## src/sensor_readout_pkg.sv

```systemverilog
// Package for the image sensor readout control block: constants and carriers.
// Assumes a single 25 MHz clock domain; all sensor pins arrive asynchronously.
// Behaviour
// - Memory-node level follows memory boost control: low for 0, high for 1.
// - Full reset and dual-slope reset together apply the full reset level.
// - Full reset holds photodiode reset; its release starts integration.
// - Frame sync starts frame readout, loads row address, marks frame end.
// - Each line-step clock rising edge advances row selection by one; while frame sync is high the code reloads the start row instead.
// - Line sync starts line read at column register, marks line end.
// - Serial data shifts into serial register on serial clock edges.
// - Loaded configuration takes effect on serial load strobe rising edge.
// - End-of-line flag at last column in full scan, never when windowed.
// - End-of-frame flag at last row in full scan, never when windowed.
// - Serial check output lets controller verify data passed the register.
// - Window start addresses load into address registers on sync pulses.
// - Start registers are 10 bits; start positions have granularity two.
// - Start value is half the position; one means line 2, column 2.
// - Single-output mode shows two pixels per pixel clock: high then low.
package sensor_readout_pkg;
  localparam int START_W = 10;
  localparam int ADDR_W = 11;
  localparam int SER_W = 2 * START_W;
  localparam int LAST_COL = 2047;
  localparam int LAST_ROW = 2047;
  // Serial word layout: column start in low bits, row start above
  localparam int COL_START_LSB = 0;
  localparam int ROW_START_LSB = START_W;
  localparam logic [START_W-1:0] COL_START_RST = 10'h000;
  localparam logic [START_W-1:0] ROW_START_RST = 10'h000;
  localparam int SYNC_STAGES = 2;

  // Pixel-array reset level selection
  typedef enum logic [2:0] {
    LVL_NONE = 3'b001,
    LVL_PARTIAL = 3'b010,
    LVL_FULL = 3'b100
  } reset_level_t;

  // Raw pin group from the controller
  typedef struct packed {
    logic fullReset;
    logic dualSlopeReset;
    logic memoryBoostCtrl;
    logic frameSync;
    logic lineStepClk;
    logic lineSync;
    logic pixelClk;
    logic serialData;
    logic serialClk;
    logic serialLoad;
  } ctrl_pins_t;

  // Flags back to the controller
  typedef struct packed {
    logic endOfLine;
    logic endOfFrame;
    logic serialCheck;
  } scan_flags_t;
endpackage

```

## src/image_sensor_readout_control.sv

```systemverilog
// Top of the sensor control and readout logic: pixel-array drive and address sequencing.
// Assumes the controller drives all pins asynchronously; the 25 MHz clock oversamples them.
`timescale 1ns/1ps
module image_sensor_readout_control
  import sensor_readout_pkg::*;
(
  // Clocking
  input wire logic clk,
  input wire logic rst,
  input wire logic clkEn,
  // Controller pins
  input wire ctrl_pins_t pins,
  // Pixel-array internal drives
  output logic memNodeHigh,
  output reset_level_t resetLevel,
  output logic integrating,
  // Readout addressing
  output logic [ADDR_W-1:0] rowAddr,
  output logic [ADDR_W-1:0] colAddr,
  output logic colReading,
  output logic pixelPhase,
  output logic windowed,
  // Flags
  output scan_flags_t flags
);
  ctrl_pins_t syncPins;
  ctrl_pins_t prevPins_r;
  logic [START_W-1:0] colStart;
  logic [START_W-1:0] rowStart;
  logic serialCheck;

  // Every pin passes two flip-flops before use
  pin_sync #(.WIDTH($bits(ctrl_pins_t))) u_sync (
    .clk(clk),
    .rst(rst),
    .clkEn(clkEn),
    .asyncIn(pins),
    .syncOut(syncPins)
  );

  serial_config u_cfg (
    .clk(clk),
    .rst(rst),
    .clkEn(clkEn),
    .serData(syncPins.serialData),
    .serClk(syncPins.serialClk),
    .serLoad(syncPins.serialLoad),
    .colStart(colStart),
    .rowStart(rowStart),
    .serialCheck(serialCheck)
  );

  // Edge detection on synchronised pins
  // Previous pins reset low, the idle level of every pin, so no false edge follows reset
  logic frameSyncRise;
  logic lineSyncRise;
  logic lineStepRise;
  logic pixelRise;
  logic pixelFall;
  assign frameSyncRise = syncPins.frameSync & ~prevPins_r.frameSync;
  assign lineSyncRise = syncPins.lineSync & ~prevPins_r.lineSync;
  assign lineStepRise = syncPins.lineStepClk & ~prevPins_r.lineStepClk;
  assign pixelRise = syncPins.pixelClk & ~prevPins_r.pixelClk;
  assign pixelFall = ~syncPins.pixelClk & prevPins_r.pixelClk;

  // Pixel-array drive state
  logic memNodeHigh_r;
  logic memNodeHigh_nxt;
  reset_level_t resetLevel_r;
  reset_level_t resetLevel_nxt;
  logic integrating_r;
  logic integrating_nxt;

  // Full reset wins over dual slope; integration starts once full reset is seen low
  always_comb begin
    memNodeHigh_nxt = syncPins.memoryBoostCtrl;
    if (syncPins.fullReset) begin
      resetLevel_nxt = LVL_FULL;
    end else if (syncPins.dualSlopeReset) begin
      resetLevel_nxt = LVL_PARTIAL;
    end else begin
      resetLevel_nxt = LVL_NONE;
    end
    integrating_nxt = integrating_r;
    if (syncPins.fullReset) begin
      integrating_nxt = 1'b0;
    end else if (prevPins_r.fullReset) begin
      integrating_nxt = 1'b1;
    end
  end

  // Pixel-array registers; previous pins feed the edge detectors
  always_ff @(posedge clk or posedge rst) begin
    if (rst) begin
      memNodeHigh_r <= 1'b0;
      resetLevel_r <= LVL_NONE;
      integrating_r <= 1'b0;
      prevPins_r <= '0;
    end else if (clkEn) begin
      memNodeHigh_r <= memNodeHigh_nxt;
      resetLevel_r <= resetLevel_nxt;
      integrating_r <= integrating_nxt;
      prevPins_r <= syncPins;
    end
  end

  // Readout sequencer states
  typedef enum logic [1:0] {
    LINE_IDLE = 2'b01,
    LINE_READ = 2'b10
  } line_state_t;

  line_state_t lineState_r;
  line_state_t lineState_nxt;
  logic [ADDR_W-1:0] rowAddr_r;
  logic [ADDR_W-1:0] rowAddr_nxt;
  logic [ADDR_W-1:0] colAddr_r;
  logic [ADDR_W-1:0] colAddr_nxt;
  logic phase_r;
  logic phase_nxt;
  logic windowed_r;
  logic windowed_nxt;
  logic eol_r;
  logic eol_nxt;
  logic eof_r;
  logic eof_nxt;
  logic check_r;

  // Frame sync dominates the row counter; holding it over a step edge reloads again
  // so the start row is what remains once sync drops.
  always_comb begin
    rowAddr_nxt = rowAddr_r;
    colAddr_nxt = colAddr_r;
    lineState_nxt = lineState_r;
    phase_nxt = phase_r;
    windowed_nxt = windowed_r;
    eol_nxt = 1'b0;
    eof_nxt = 1'b0;
    if (syncPins.frameSync) begin
      if (frameSyncRise || lineStepRise) begin
        rowAddr_nxt = {rowStart, 1'b0};
        windowed_nxt = (rowStart != '0) || (colStart != '0);
      end
    end else if (lineStepRise) begin
      rowAddr_nxt = ADDR_W'(rowAddr_r + 1'b1);
      lineState_nxt = LINE_IDLE;
      if (!windowed_r && rowAddr_r == ADDR_W'(LAST_ROW)) begin
        eof_nxt = 1'b1;
      end
    end
    case (lineState_r)
      LINE_IDLE: begin
        if (lineSyncRise) begin
          colAddr_nxt = {colStart, 1'b0};
          phase_nxt = 1'b0;
          lineState_nxt = LINE_READ;
        end
      end
      LINE_READ: begin
        if (lineSyncRise) begin
          colAddr_nxt = {colStart, 1'b0};
          phase_nxt = 1'b0;
        end else if (pixelRise) begin
          phase_nxt = 1'b0;
        end else if (pixelFall) begin
          phase_nxt = 1'b1;
          if (colAddr_r >= ADDR_W'(LAST_COL - 1)) begin
            lineState_nxt = LINE_IDLE;
            eol_nxt = !windowed_r;
          end else begin
            colAddr_nxt = ADDR_W'(colAddr_r + 2'd2);
          end
        end
      end
      default: lineState_nxt = LINE_IDLE;
    endcase
  end

  // Sequencer registers; the end-of-line and end-of-frame flags are one-cycle pulses
  always_ff @(posedge clk or posedge rst) begin
    if (rst) begin
      lineState_r <= LINE_IDLE;
      rowAddr_r <= '0;
      colAddr_r <= '0;
      phase_r <= 1'b0;
      windowed_r <= 1'b0;
      eol_r <= 1'b0;
      eof_r <= 1'b0;
      check_r <= 1'b0;
    end else if (clkEn) begin
      lineState_r <= lineState_nxt;
      rowAddr_r <= rowAddr_nxt;
      colAddr_r <= colAddr_nxt;
      phase_r <= phase_nxt;
      windowed_r <= windowed_nxt;
      eol_r <= eol_nxt;
      eof_r <= eof_nxt;
      check_r <= serialCheck;
    end
  end

  // Outputs straight from flip-flops
  assign memNodeHigh = memNodeHigh_r;
  assign resetLevel = resetLevel_r;
  assign integrating = integrating_r;
  assign rowAddr = rowAddr_r;
  assign colAddr = colAddr_r;
  assign colReading = lineState_r[1]; // One-hot read bit, straight from the state flop
  assign pixelPhase = phase_r;
  assign windowed = windowed_r;
  assign flags = '{endOfLine: eol_r, endOfFrame: eof_r, serialCheck: check_r};
endmodule

```

## src/pin_sync.sv

```systemverilog
// Two-stage synchroniser for a vector of asynchronous sensor pins.
// Assumes the pins are quasi-static relative to the 25 MHz clock.
`timescale 1ns/1ps
module pin_sync
  import sensor_readout_pkg::*;
#(
  parameter int WIDTH = 1
) (
  // Clocking
  input wire logic clk,
  input wire logic rst,
  input wire logic clkEn,
  // Data
  input wire logic [WIDTH-1:0] asyncIn,
  output logic [WIDTH-1:0] syncOut
);
  logic [WIDTH-1:0] meta_r;
  logic [WIDTH-1:0] meta_nxt;
  logic [WIDTH-1:0] sync_r;
  logic [WIDTH-1:0] sync_nxt;

  // Refuse an empty pin vector when the design is elaborated
  if (WIDTH < 1) begin : g_width_check
    $error("pin_sync width must be positive");
  end

  // First stage feeds only the second
  always_comb begin
    meta_nxt = clkEn ? asyncIn : meta_r;
    sync_nxt = clkEn ? meta_r : sync_r;
  end

  always_ff @(posedge clk or posedge rst) begin
    if (rst) begin
      meta_r <= '0;
      sync_r <= '0;
    end else begin
      meta_r <= meta_nxt;
      sync_r <= sync_nxt;
    end
  end

  assign syncOut = sync_r;
endmodule

```

## src/serial_config.sv

```systemverilog
// Serial configuration register: shift on serial clock, commit on load strobe.
// Assumes synchronised pins; edges are detected on the second sync stage.
`timescale 1ns/1ps
module serial_config
  import sensor_readout_pkg::*;
(
  // Clocking
  input wire logic clk,
  input wire logic rst,
  input wire logic clkEn,
  // Synchronised serial pins
  input wire logic serData,
  input wire logic serClk,
  input wire logic serLoad,
  // Committed window starts and check bit
  output logic [START_W-1:0] colStart,
  output logic [START_W-1:0] rowStart,
  output logic serialCheck
);
  logic [SER_W-1:0] shift_r;
  logic [SER_W-1:0] shift_nxt;
  logic [START_W-1:0] colStart_r;
  logic [START_W-1:0] colStart_nxt;
  logic [START_W-1:0] rowStart_r;
  logic [START_W-1:0] rowStart_nxt;
  logic serClkPrev_r;
  logic serLoadPrev_r;
  logic check_r;
  logic check_nxt;
  logic shiftEdge;
  logic loadEdge;

  assign shiftEdge = serClk & ~serClkPrev_r;
  assign loadEdge = serLoad & ~serLoadPrev_r;

  // Shift MSB first; check bit is the bit falling out, so data can be looped back
  always_comb begin
    shift_nxt = shift_r;
    colStart_nxt = colStart_r;
    rowStart_nxt = rowStart_r;
    check_nxt = check_r;
    if (shiftEdge) begin
      shift_nxt = {shift_r[SER_W-2:0], serData};
      check_nxt = shift_r[SER_W-1];
    end
    if (loadEdge) begin
      colStart_nxt = shift_r[COL_START_LSB +: START_W];
      rowStart_nxt = shift_r[ROW_START_LSB +: START_W];
    end
  end

  always_ff @(posedge clk or posedge rst) begin
    if (rst) begin
      shift_r <= '0;
      colStart_r <= COL_START_RST;
      rowStart_r <= ROW_START_RST;
      check_r <= 1'b0;
      serClkPrev_r <= 1'b0;
      serLoadPrev_r <= 1'b0;
    end else if (clkEn) begin
      shift_r <= shift_nxt;
      colStart_r <= colStart_nxt;
      rowStart_r <= rowStart_nxt;
      check_r <= check_nxt;
      serClkPrev_r <= serClk;
      serLoadPrev_r <= serLoad;
    end
  end

  assign colStart = colStart_r;
  assign rowStart = rowStart_r;
  assign serialCheck = check_r;
endmodule

```

## config.mk

```make
export PLATFORM = sky130hd
export DESIGN_NAME = image_sensor_readout_control
export DESIGN_NICKNAME = d
export VERILOG_FILES = /design/src/sensor_readout_pkg.sv /design/src/image_sensor_readout_control.sv /design/src/pin_sync.sv /design/src/serial_config.sv
export SDC_FILE = /design/constraint.sdc
export NUM_CORES = 1
export LEC_CHECK = 0
export BUFFER_PORTS_ARGS = -buffer_cell sky130_fd_sc_hd__buf_2
export CAP_MARGIN = 20
export CORE_MARGIN = 2
export CORE_UTILIZATION = 47
export CTS_CLUSTER_SIZE = 30
export DETAILED_ROUTE_END_ITERATION = 10
export GPL_TIMING_DRIVEN = 0
export PLACE_DENSITY = 0.8
export SETUP_SLACK_MARGIN = 0.5
export SYNTH_ARGS = -nofsm -noshare
export SYNTH_HDL_FRONTEND = slang
export SYNTH_SLANG_ARGS = --single-unit
```

## constraint.sdc

```tcl
create_clock -name clk -period 2.9 [get_ports clk]
set_input_delay 0.435 -clock clk [delete_from_list [all_inputs] [get_ports clk]]
set_output_delay 0.435 -clock clk [all_outputs]
set_load 0.01 [all_outputs]
```

-- Yosys cells after proc, flatten, opt, wreduce, memory -nomap -nowiden
Cells that the tools add are included.
W data, S select, Z words.
- flip-flop bits (word level): 102
- bits of input ports: 13
- output and inout bits: 33
- logic and storage cells: 100
- add/sub/neg operators: 2
- magnitude comparators: 1
- eq/ne operators: 9
- mux-type cells: 34
- bitwise logic cells: 14
- reductions and logical operators: 16
- operators by type and width (kind ; count):
    $mux W11 ; 8
    $pmux W11 S2 ; 1
    $reduce_bool A10 Y1 ; 2
    $mux W2 ; 8
    $mux W1 ; 14
    $add A11 B1 Y11 const B ; 1
    $add A11 B2 Y11 const B ; 1
    $eq A11 B11 Y1 const B ; 1
    $ge A11 B11 Y1 const B ; 1
    $ne A3 B3 Y1 const B ; 3
    $and A1 B1 Y1 ; 7
    $not A1 Y1 ; 7
    $reduce_and A2 Y1 ; 3
    $reduce_and A3 Y1 ; 2
    $reduce_and A6 Y1 ; 1
    $reduce_bool A2 Y1 ; 3
    $ne A2 B2 Y1 const B ; 2
    $ne A4 B4 Y1 const B ; 1
    $pmux W2 S2 ; 1
    $reduce_and A4 Y1 ; 1
    $mux W3 ; 1
    $eq A2 B1 Y1 const B ; 1
    $eq A2 B2 Y1 const B ; 1
    $logic_or A1 B1 Y1 ; 2
    3 further kinds ; 3

-- Depth between registers and ports, before layout
Gate-level depths: netlist of run 1.
- depth in word-level cells: 9
- mapped depth: 9
- gate-level depth less buffers: 7

-- Cells and area by module
From an unflattened synthesis of run 1, not the netlist that was laid out.
- cell total of the unflattened synthesis: 374
- area total of the unflattened synthesis: 4908.5 um^2
- by module, submodules not included (module ; instances ; cells each ; area each (um^2) ; sequential area each (um^2)):
    image_sensor_readout_control ; 1 ; 238 ; 2303.5 ; 928.4
    serial_config ; 1 ; 93 ; 1778.0 ; 1076.0
    pin_sync ; 1 ; 43 ; 827.0 ; 500.5

-- Worst setup path before layout of run 1
No wires, ideal clock.
- path kind: register to register
- start point: reg lineState_r[1]
- end point: reg colAddr_r[1] (netlist: colAddr[1])
- setup time: 0.077 ns
- arrival: 1.780 ns
- data required time: 2.823 ns
- path slack: 1.043 ns
- cell stages (with the launch flop): 10
- path buffers: 2
- period minus slack after synthesis: 1.857 ns
- cells stage by stage: dfrtp_1 inv_1 ha_1 or3b_1 a21oi_2 o31a_1 buf_6 buf_12 nor2_2 a21oi_1
- cells in the longest elaborated chain, start to end: 3
- elaborated cells on any way between the ends: 9
- those cells by class: eq/ne (6); mux (1); reduce/logical (2)
- ends and longest elaborated chain (what ; RTL line ; RTL):
    start: declaration ; image_sensor_readout_control.sv:113 ; line_state_t lineState_r;
    start signal: assignment ; image_sensor_readout_control.sv:191 ; lineState_r <= lineState_nxt;
    $eq A2 B2 Y1 / $eq A2 B1 Y1 (equally long branches) ; image_sensor_readout_control.sv:151 ; case (lineState_r)
    $ne A3 B3 Y1 (no source line), or another cell as far along ; - ;
    $reduce_and A6 Y1 (no source line) ; - ;
    end signal: assignment ; image_sensor_readout_control.sv:193 ; colAddr_r <= colAddr_nxt;
    end: declaration ; image_sensor_readout_control.sv:117 ; logic [ADDR_W-1:0] colAddr_r;
Parallel ways exist; a longest one is shown, timed or not.
A chain may end at the register's enable or synchronous reset.

-- Worst setup path after layout of run 1
Ends and elaborated chain as after synthesis.

==> flow_summary_export.csv, run 1 <==
group,metric,value,unit
worst_setup_path,crit_required,3.19,ns
final_layout,fillerInstances,759,
sta,fin_skew,0.01607,ns
yosys,syn-num-nets,384,
final_layout,num_antenna_cells,0,
yosys,yosysUniqueCellTypes,47,
power_and_ir_drop,pwr_density_cell,773.7,nW/um^2
sta,setup-violations-final,0,
route,wire_per_inst,16.06,um
final_layout,register_area,2505,sq um
grt,track_usage,0.1905,
worst_setup_path,crit_path_max_fanout,10,
floorplan,core-area,9240,sq um
clocking,cts_setup_buffers,0,
worst_setup_path,cp-start-kind,"flip-flop",
grt,grt_max_degree,44,
yosys,ys_seq_elements,100,
yosys,synth_edf_count,0,
flow_run,maxCapViolations,0,
route,totalWireLength,8964,um
clocking,cts.reportedPaths.clkPinSlew,0.10,ns
clocking,cts_tree,"yes",
floorplan,ioPinCount,46,
route,drt_iter0_markers,128,
worst_setup_path,critical_path_class,"flip-flop to flip-flop",
sta,report.final.slew_viol_count,0,
yosys,async_reset_ff_frac,1.000,
power_and_ir_drop,irDropWorstVdd,362.5,uV
floorplan,num_rows,35,
final_layout,layout-drive-gt1-share,0.3683,
clocking,cts_buffers,9,
yosys,syn_area,4461,sq um
yosys,synth_top_area_cell,"dfrtp_1",
yosys,synthCells,367,
grt,antenna_found_initial,0,
route,drt_pass1_iterations,4,
final_layout,fin_util,0.5507,
placement,numPortBuffers,44,
worst_setup_path,reg2reg_slack,0.86,ns
clocking,cts.hold.buffers_added,0,
power_and_ir_drop,power_leakage,2.346,nW
sta,rsz0062_at_grt,"false",
worst_hold_path,hold_class,"input pin to asynchronous set/reset pin",
sta,fin_tns_setup,0,ns
final_layout,area_growth_syn_to_layout,14.08,%
yosys,synthTopCellsByArea,"dfrtp_1, mux2_2, o21ai_0",
route,ant_nets,0,
yosys,synth-main-ff-cell,"dfrtp_1",
worst_setup_path,rr_startpoint,"lineState_r[1]$_DFFE_PP0P_",
worst_setup_path,reg2regPathDepth,9,
yosys,ys_warn_count,0,
sta,tightest_slew,0.7043,ns
floorplan,die_area,10290,sq um
grt,overflow,0,
grt,grt_pass1_vias,3113,
clocking,clock-sinks,100,
yosys,seq_area_frac_synth,0.5616,
placement,place_congestion,0.9049,
floorplan,die_w,101.4,um
clocking,htreeDepth,3,
clocking,cts-root-buf,"clkbuf_8",
sta,finalCritPeriodShare,0.7040,
floorplan,start_util,0.4827,
grt,grt_first_pass_wirelength,15370,um
floorplan,fp.dieH,101.4,um
worst_setup_path,endpoint_kind,"flip-flop",
final_layout,final_nets,441,
route,via_count,3125,
placement,place_hpwl,6456,um
yosys,synth_area_per_cell,12.15,sq um
clocking,clock_path_buffers,2,
status,status,"completed",
worst_setup_path,critical_path_arrival,2.33,ns
clocking,cts_resized,0,
worst_setup_path,rr_endpoint,"colAddr[1]$_DFFE_PP0P_",
yosys,yosys.area.top_type_share,0.5498,
final_layout,multi_input_area,1777,sq um
route,vias_per_cell,5.600,
clocking,worstSkewPairLatency,0.36,ns
route,route.detailed.drc,0,
sta,timing.fmax,489.8,MHz
sta,layout_min_cycle_time,2.042,ns
sta,hold_viol,0,
sta,slew_headroom,0.5284,
[metrics by stage]
step                instances  power [mW]  instance area [sq um]  hold WS, ns  setup slack [ns]
detailed placement        542       3.066                   4886       0.4903            0.8753
floorplan                 367       2.688                   4464       0.4492             1.043
CTS                       558       3.962                   5089       0.1101            0.8553
finish                    558       3.937                   5089       0.1033            0.8584
global placement          540       2.980                   4846       0.4787            0.6645
global route              558       4.184                   5089       0.1251            0.7121
[area by class of cell]
| class | count | share of cell area |
|---|---|---|
| Timing Repair Buffer | 46 | 0.05114 |
| Inverter | 12 | 0.009589 |
| Clock inverter | 5 | 0.01205 |
| Clock buffer | 11 | 0.02778 |
| Buffer | 21 | 0.02631 |
| Multi-Input combinational cell | 234 | 0.3492 |
| Tap cell | 129 | 0.03172 |
| Sequential cell | 100 | 0.4923 |
[cells in the mapped netlist, types with 2 or more instances]
library cell and number:
dfstp_2 2, mux2_2 69, nor3b_1 2, nor2_1 7, nand3_1 11, o22ai_1 9
a31oi_1 4, a21oi_1 18, inv_1 12, nand2b_1 2, dfrtp_1 98, nor3_1 6
buf_2 10, mux2i_1 2, a31o_2 2, buf_4 5, nand2_1 24, a22oi_1 2
nand4_1 3, o211ai_1 2, nor4_1 6, ha_1 4, o31a_1 2, and4_1 2
and3_1 7, a221o_1 5, a22oi_2 3, clkbuf_1 3, o21ai_0 21, and2_1 2
nand3b_1 3, nor2b_1 4
[registers in the layout, indices dropped and copies added (netlist names)]
signal / cells
rowAddr: 11
u_sync.syncOut: 10
u_cfg.serClkPrev_r: 1
lineState_r: 2
eol_r: 1
integrating: 1
memNodeHigh: 1
prevPins_r: 5
u_cfg.serLoadPrev_r: 1
windowed: 1
pixelPhase: 1
u_cfg.shift_r: 20
check_r: 1
u_sync.meta_r: 10
u_cfg.colStart: 10
colAddr: 10
u_cfg.rowStart: 10
u_cfg.serialCheck: 1
resetLevel: 2
eof_r: 1
[logic make-up after synthesis]
family / count (synthesis) / share of synthesized area
AND/OR/NAND/NOR: 84 / 0.1013
AO/OA/AOI/OAI: 74 / 0.1063
flip-flops: 100 / 0.5616
multiplexers: 71 / 0.1787
other: 1 / 0.0008407
adder cells (fa/ha/maj): 4 / 0.01122
buffers and inverters: 33 / 0.04011
[metal layers]
metal / vias up / GRT usage / routed length, um
met5: - / 0 / 0
met4: 0 / 0.05717 / 98
met3: 8 / 0.04624 / 421
met2: 81 / 0.3082 / 4343
met1: 1590 / 0.2568 / 4100
li1: 1446 / - / -
[cell usage in the layout, fill, tap and decap left out, drive strengths merged, types with 3 or more instances in the layout]
master and n:
clkbuf 14, a31oi 4, nand3 11, and3 7
o21ai 22, nand3b 3, inv 11, nor2b 4
dfrtp 98, nor3b 3, a22oi 5, mux2 69
nand2 24, nor2 8, clkinvlp 4, nor3 6
a21oi 19, nor4 6, nand4 3, buf 64
ha 4, a221o 5, o22ai 9
[worst max-delay path by stage]
stage | startpoint | end | cells after the start
4_1_cts | lineState_r[1]$_DFFE_PP0P_ | colAddr[1]$_DFFE_PP0P_ | 9
3_5_place_dp | lineState_r[1]$_DFFE_PP0P_ | colAddr[1]$_DFFE_PP0P_ | 9
6_report | lineState_r[1]$_DFFE_PP0P_ | colAddr[1]$_DFFE_PP0P_ | 9
3_3_place_gp | rst | u_cfg.rowStart[0]$_DFFE_PP0P_ | 2
2_1_floorplan | lineState_r[1]$_DFFE_PP0P_ | colAddr[1]$_DFFE_PP0P_ | 9
5_1_grt | lineState_r[1]$_DFFE_PP0P_ | colAddr[1]$_DFFE_PP0P_ | 9
[power breakdown]
part           switching, mW  total [mW]  internal, mW
Sequential             0.296        2.00          1.70
Clock                  0.471       0.896         0.424
Combinational          0.532        1.04         0.509
Total                   1.30        3.94          2.64
[critical path: stages (launching register included)]
cell and delay [ns]:
dfrtp_1 0.42, inv_1 0.09, ha_1 0.25, or3b_1 0.38, a21oi_2 0.20, o31a_1 0.18, buf_6 0.15, buf_12 0.14
nor2_2 0.03, a21oi_1 0.14
Power figures use the tool's default switching activity.
==> run 2, diff against run 1 <==
- PLACE_DENSITY: 0.8 -> 0.78
- clock period: 2.9 -> 2.04 ns (I/O delays scaled with it)
==> run 2 against run 1 <==
Combinational power grew 73%. Critical endpoint unchanged. Clock power increased by 40%. Worst hold slack got worse by 0.027 ns. Sequential cell count is the same. Global-route usage fell by 0.17 points. Maximum frequency grew 13%. Count of clock-buffer cells in the layout is the same. Critical path depth stayed put. First-iteration DRC count rose by 17%. Via count increased by 2.8%. Sequential share of layout area decreased by 2.6 points.
==> flow_summary_export.csv, run 2 (synthesis results as in run 1) <==
group,metric,value,unit
grt,track_usage,0.1888,
clocking,cts.reportedPaths.clkPinSlew,0.10,ns
sta,finalCritPeriodShare,0.8868,
final_layout,num_antenna_cells,0,
worst_setup_path,critical_path_class,"flip-flop to flip-flop",
worst_setup_path,endpoint_kind,"flip-flop",
route,ant_nets,0,
grt,grt_first_pass_wirelength,15240,um
clocking,cts_tree,"yes",
sta,timing.fmax,552.8,MHz
final_layout,max_flop_register,"u_cfg.shift_r",
floorplan,die_area,10290,sq um
clocking,cts-root-buf,"clkbuf_8",
route,vias_per_cell,5.567,
floorplan,die_w,101.4,um
route,drt_iter0_markers,150,
worst_setup_path,crit_required,2.34,ns
final_layout,largest_reg_flops,20,
power_and_ir_drop,finalPower,5.913,mW
power_and_ir_drop,power_leakage,2.475,nW
grt,antenna_found_initial,0,
floorplan,start_util,0.4827,
placement,numPortBuffers,44,
floorplan,num_rows,35,
route,drt_pass1_iterations,7,
status,status,"completed",
floorplan,fp.dieH,101.4,um
sta,fin_skew,0.01707,ns
sta,slew_headroom,0.4428,
final_layout,final_nets,460,
sta,layout_min_cycle_time,1.809,ns
final_layout,fillerInstances,760,
route,route.detailed.drc,0,
clocking,clock_path_buffers,2,
clocking,htreeDepth,3,
worst_setup_path,crit_path_max_fanout,10,
clocking,cts.hold.buffers_added,0,
flow_run,maxCapViolations,0,
grt,overflow,0,
route,totalWireLength,9540,um
grt,grt_max_degree,42,
placement,place_hpwl,6463,um
final_layout,layout_commonest_cell,"dfrtp_1",
clocking,worstSkewPairLatency,0.37,ns
placement,dpl_worst_slack,0.1597,ns
placement,dp.cells,542,
sta,rsz0062_at_grt,"true",
sta,hold_viol,0,
floorplan,ioPinCount,46,
final_layout,layout-drive-gt1-share,0.4554,
placement,place_congestion,0.8825,
worst_setup_path,critical_path_arrival,2.11,ns
worst_setup_path,cp-start-kind,"flip-flop",
floorplan,core-area,9240,sq um
final_layout,area_growth_syn_to_layout,20.76,%
power_and_ir_drop,irDropWorstVdd,571.2,uV
sta,setup-violations-final,0,
clocking,clock-sinks,100,
final_layout,final_cell_mix,"dfrtp_1, mux2_2, buf_2",
route,wire_per_inst,16.53,um
sta,fin_ws,0.2310,ns
grt,grt_pass1_vias,3167,
route,via_count,3212,
power_and_ir_drop,pwr_density_cell,1098,nW/um^2
sta,report.final.slew_viol_count,0,
final_layout,fin_cells,577,
clocking,cts_buffers,9,
sta,tightest_slew,0.8340,ns
worst_hold_path,hold_class,"input pin to asynchronous set/reset pin",
-- run 2: cell count changes in the layout (fill, tap and decap cells not counted), sizes merged --
cell,previous run,this run
buf,64,82
clkinvlp,4,2
clkbuf,14,15
clkinv,1,2
inv,11,12
-- run 2: layout make-up --
type	instances	area, sq um	area share
Tap cell	129	161.4	0.02997
Buffer	21	151.4	0.02811
Clock buffer	11	131.4	0.02439
Clock inverter	5	60.06	0.01115
Sequential cell	100	2511	0.4662
Inverter	12	48.80	0.009059
Timing Repair Buffer	65	411.6	0.07642
Multi-Input combinational cell	234	1911	0.3547
-- run 2: per-layer routing --
layer  wire length, um  GRT usage  vias to the layer above
met5                 0          0                        -
met4               147    0.06341                        0
met3               520    0.04486                       14
met2              4587     0.2955                       97
met1              4284     0.2610                     1616
li1                  -          -                     1485
-- run 2: stage by stage --
step	utilization	cell area [sq um]	hold WS, ns	setup TNS [ns]
2_1_floorplan	-	4487	0.4492	0
4_1_cts	0.5592	5167	0.08744	0
3_3_place_gp	0.5269	4868	0.4705	-7.093
3_5_place_dp	0.5320	4916	0.4866	0
6_report	0.5829	5386	0.07657	0
5_1_grt	0.5829	5386	0.1305	0
-- run 2: what timing repair did --
item,CTS,global route
endpoints found under the hold margin,0,0
pin swaps,2,9
gates cloned,0,1
endpoints found under the setup margin,21,42
setup buffers,3,15
resized for setup,10,32
-- run 2: report_power, final --
part	total, mW	internal (mW)	switching (mW)
combinational	1.80	0.943	0.861
sequential	2.86	2.43	0.432
clock	1.25	0.573	0.673
-- run 2: path summary, 6_finish.rpt --
path	start	to	slack, ns	cells after the start
max	lineState_r[1]$_DFFE_PP0P_	colAddr[1]$_DFFE_PP0P_	0.23	9
min	rst	prevPins_r[3]$_DFFE_PP0P_	0.08	2
max reg2reg	lineState_r[1]$_DFFE_PP0P_	colAddr[1]$_DFFE_PP0P_	0.23	9
min reg2reg	u_sync.meta_r[5]$_DFFE_PP0P_	u_sync.syncOut[5]$_DFFE_PP0P_	0.51	1
max in group asynchronous	rst	u_cfg.rowStart[3]$_DFFE_PP0P_	1.08	4
min in group clk	pins[9]	u_sync.meta_r[9]$_DFFE_PP0P_	0.16	2
-- run 2: worst max-delay path: stages, from the launching register on --
cell and delay (ns):
dfrtp_1 0.40, inv_2 0.07, ha_4 0.17, or3b_1 0.36
a21oi_2 0.15, o31a_1 0.17, buf_6 0.14, buf_12 0.14
nor2_2 0.04, a21oi_1 0.10
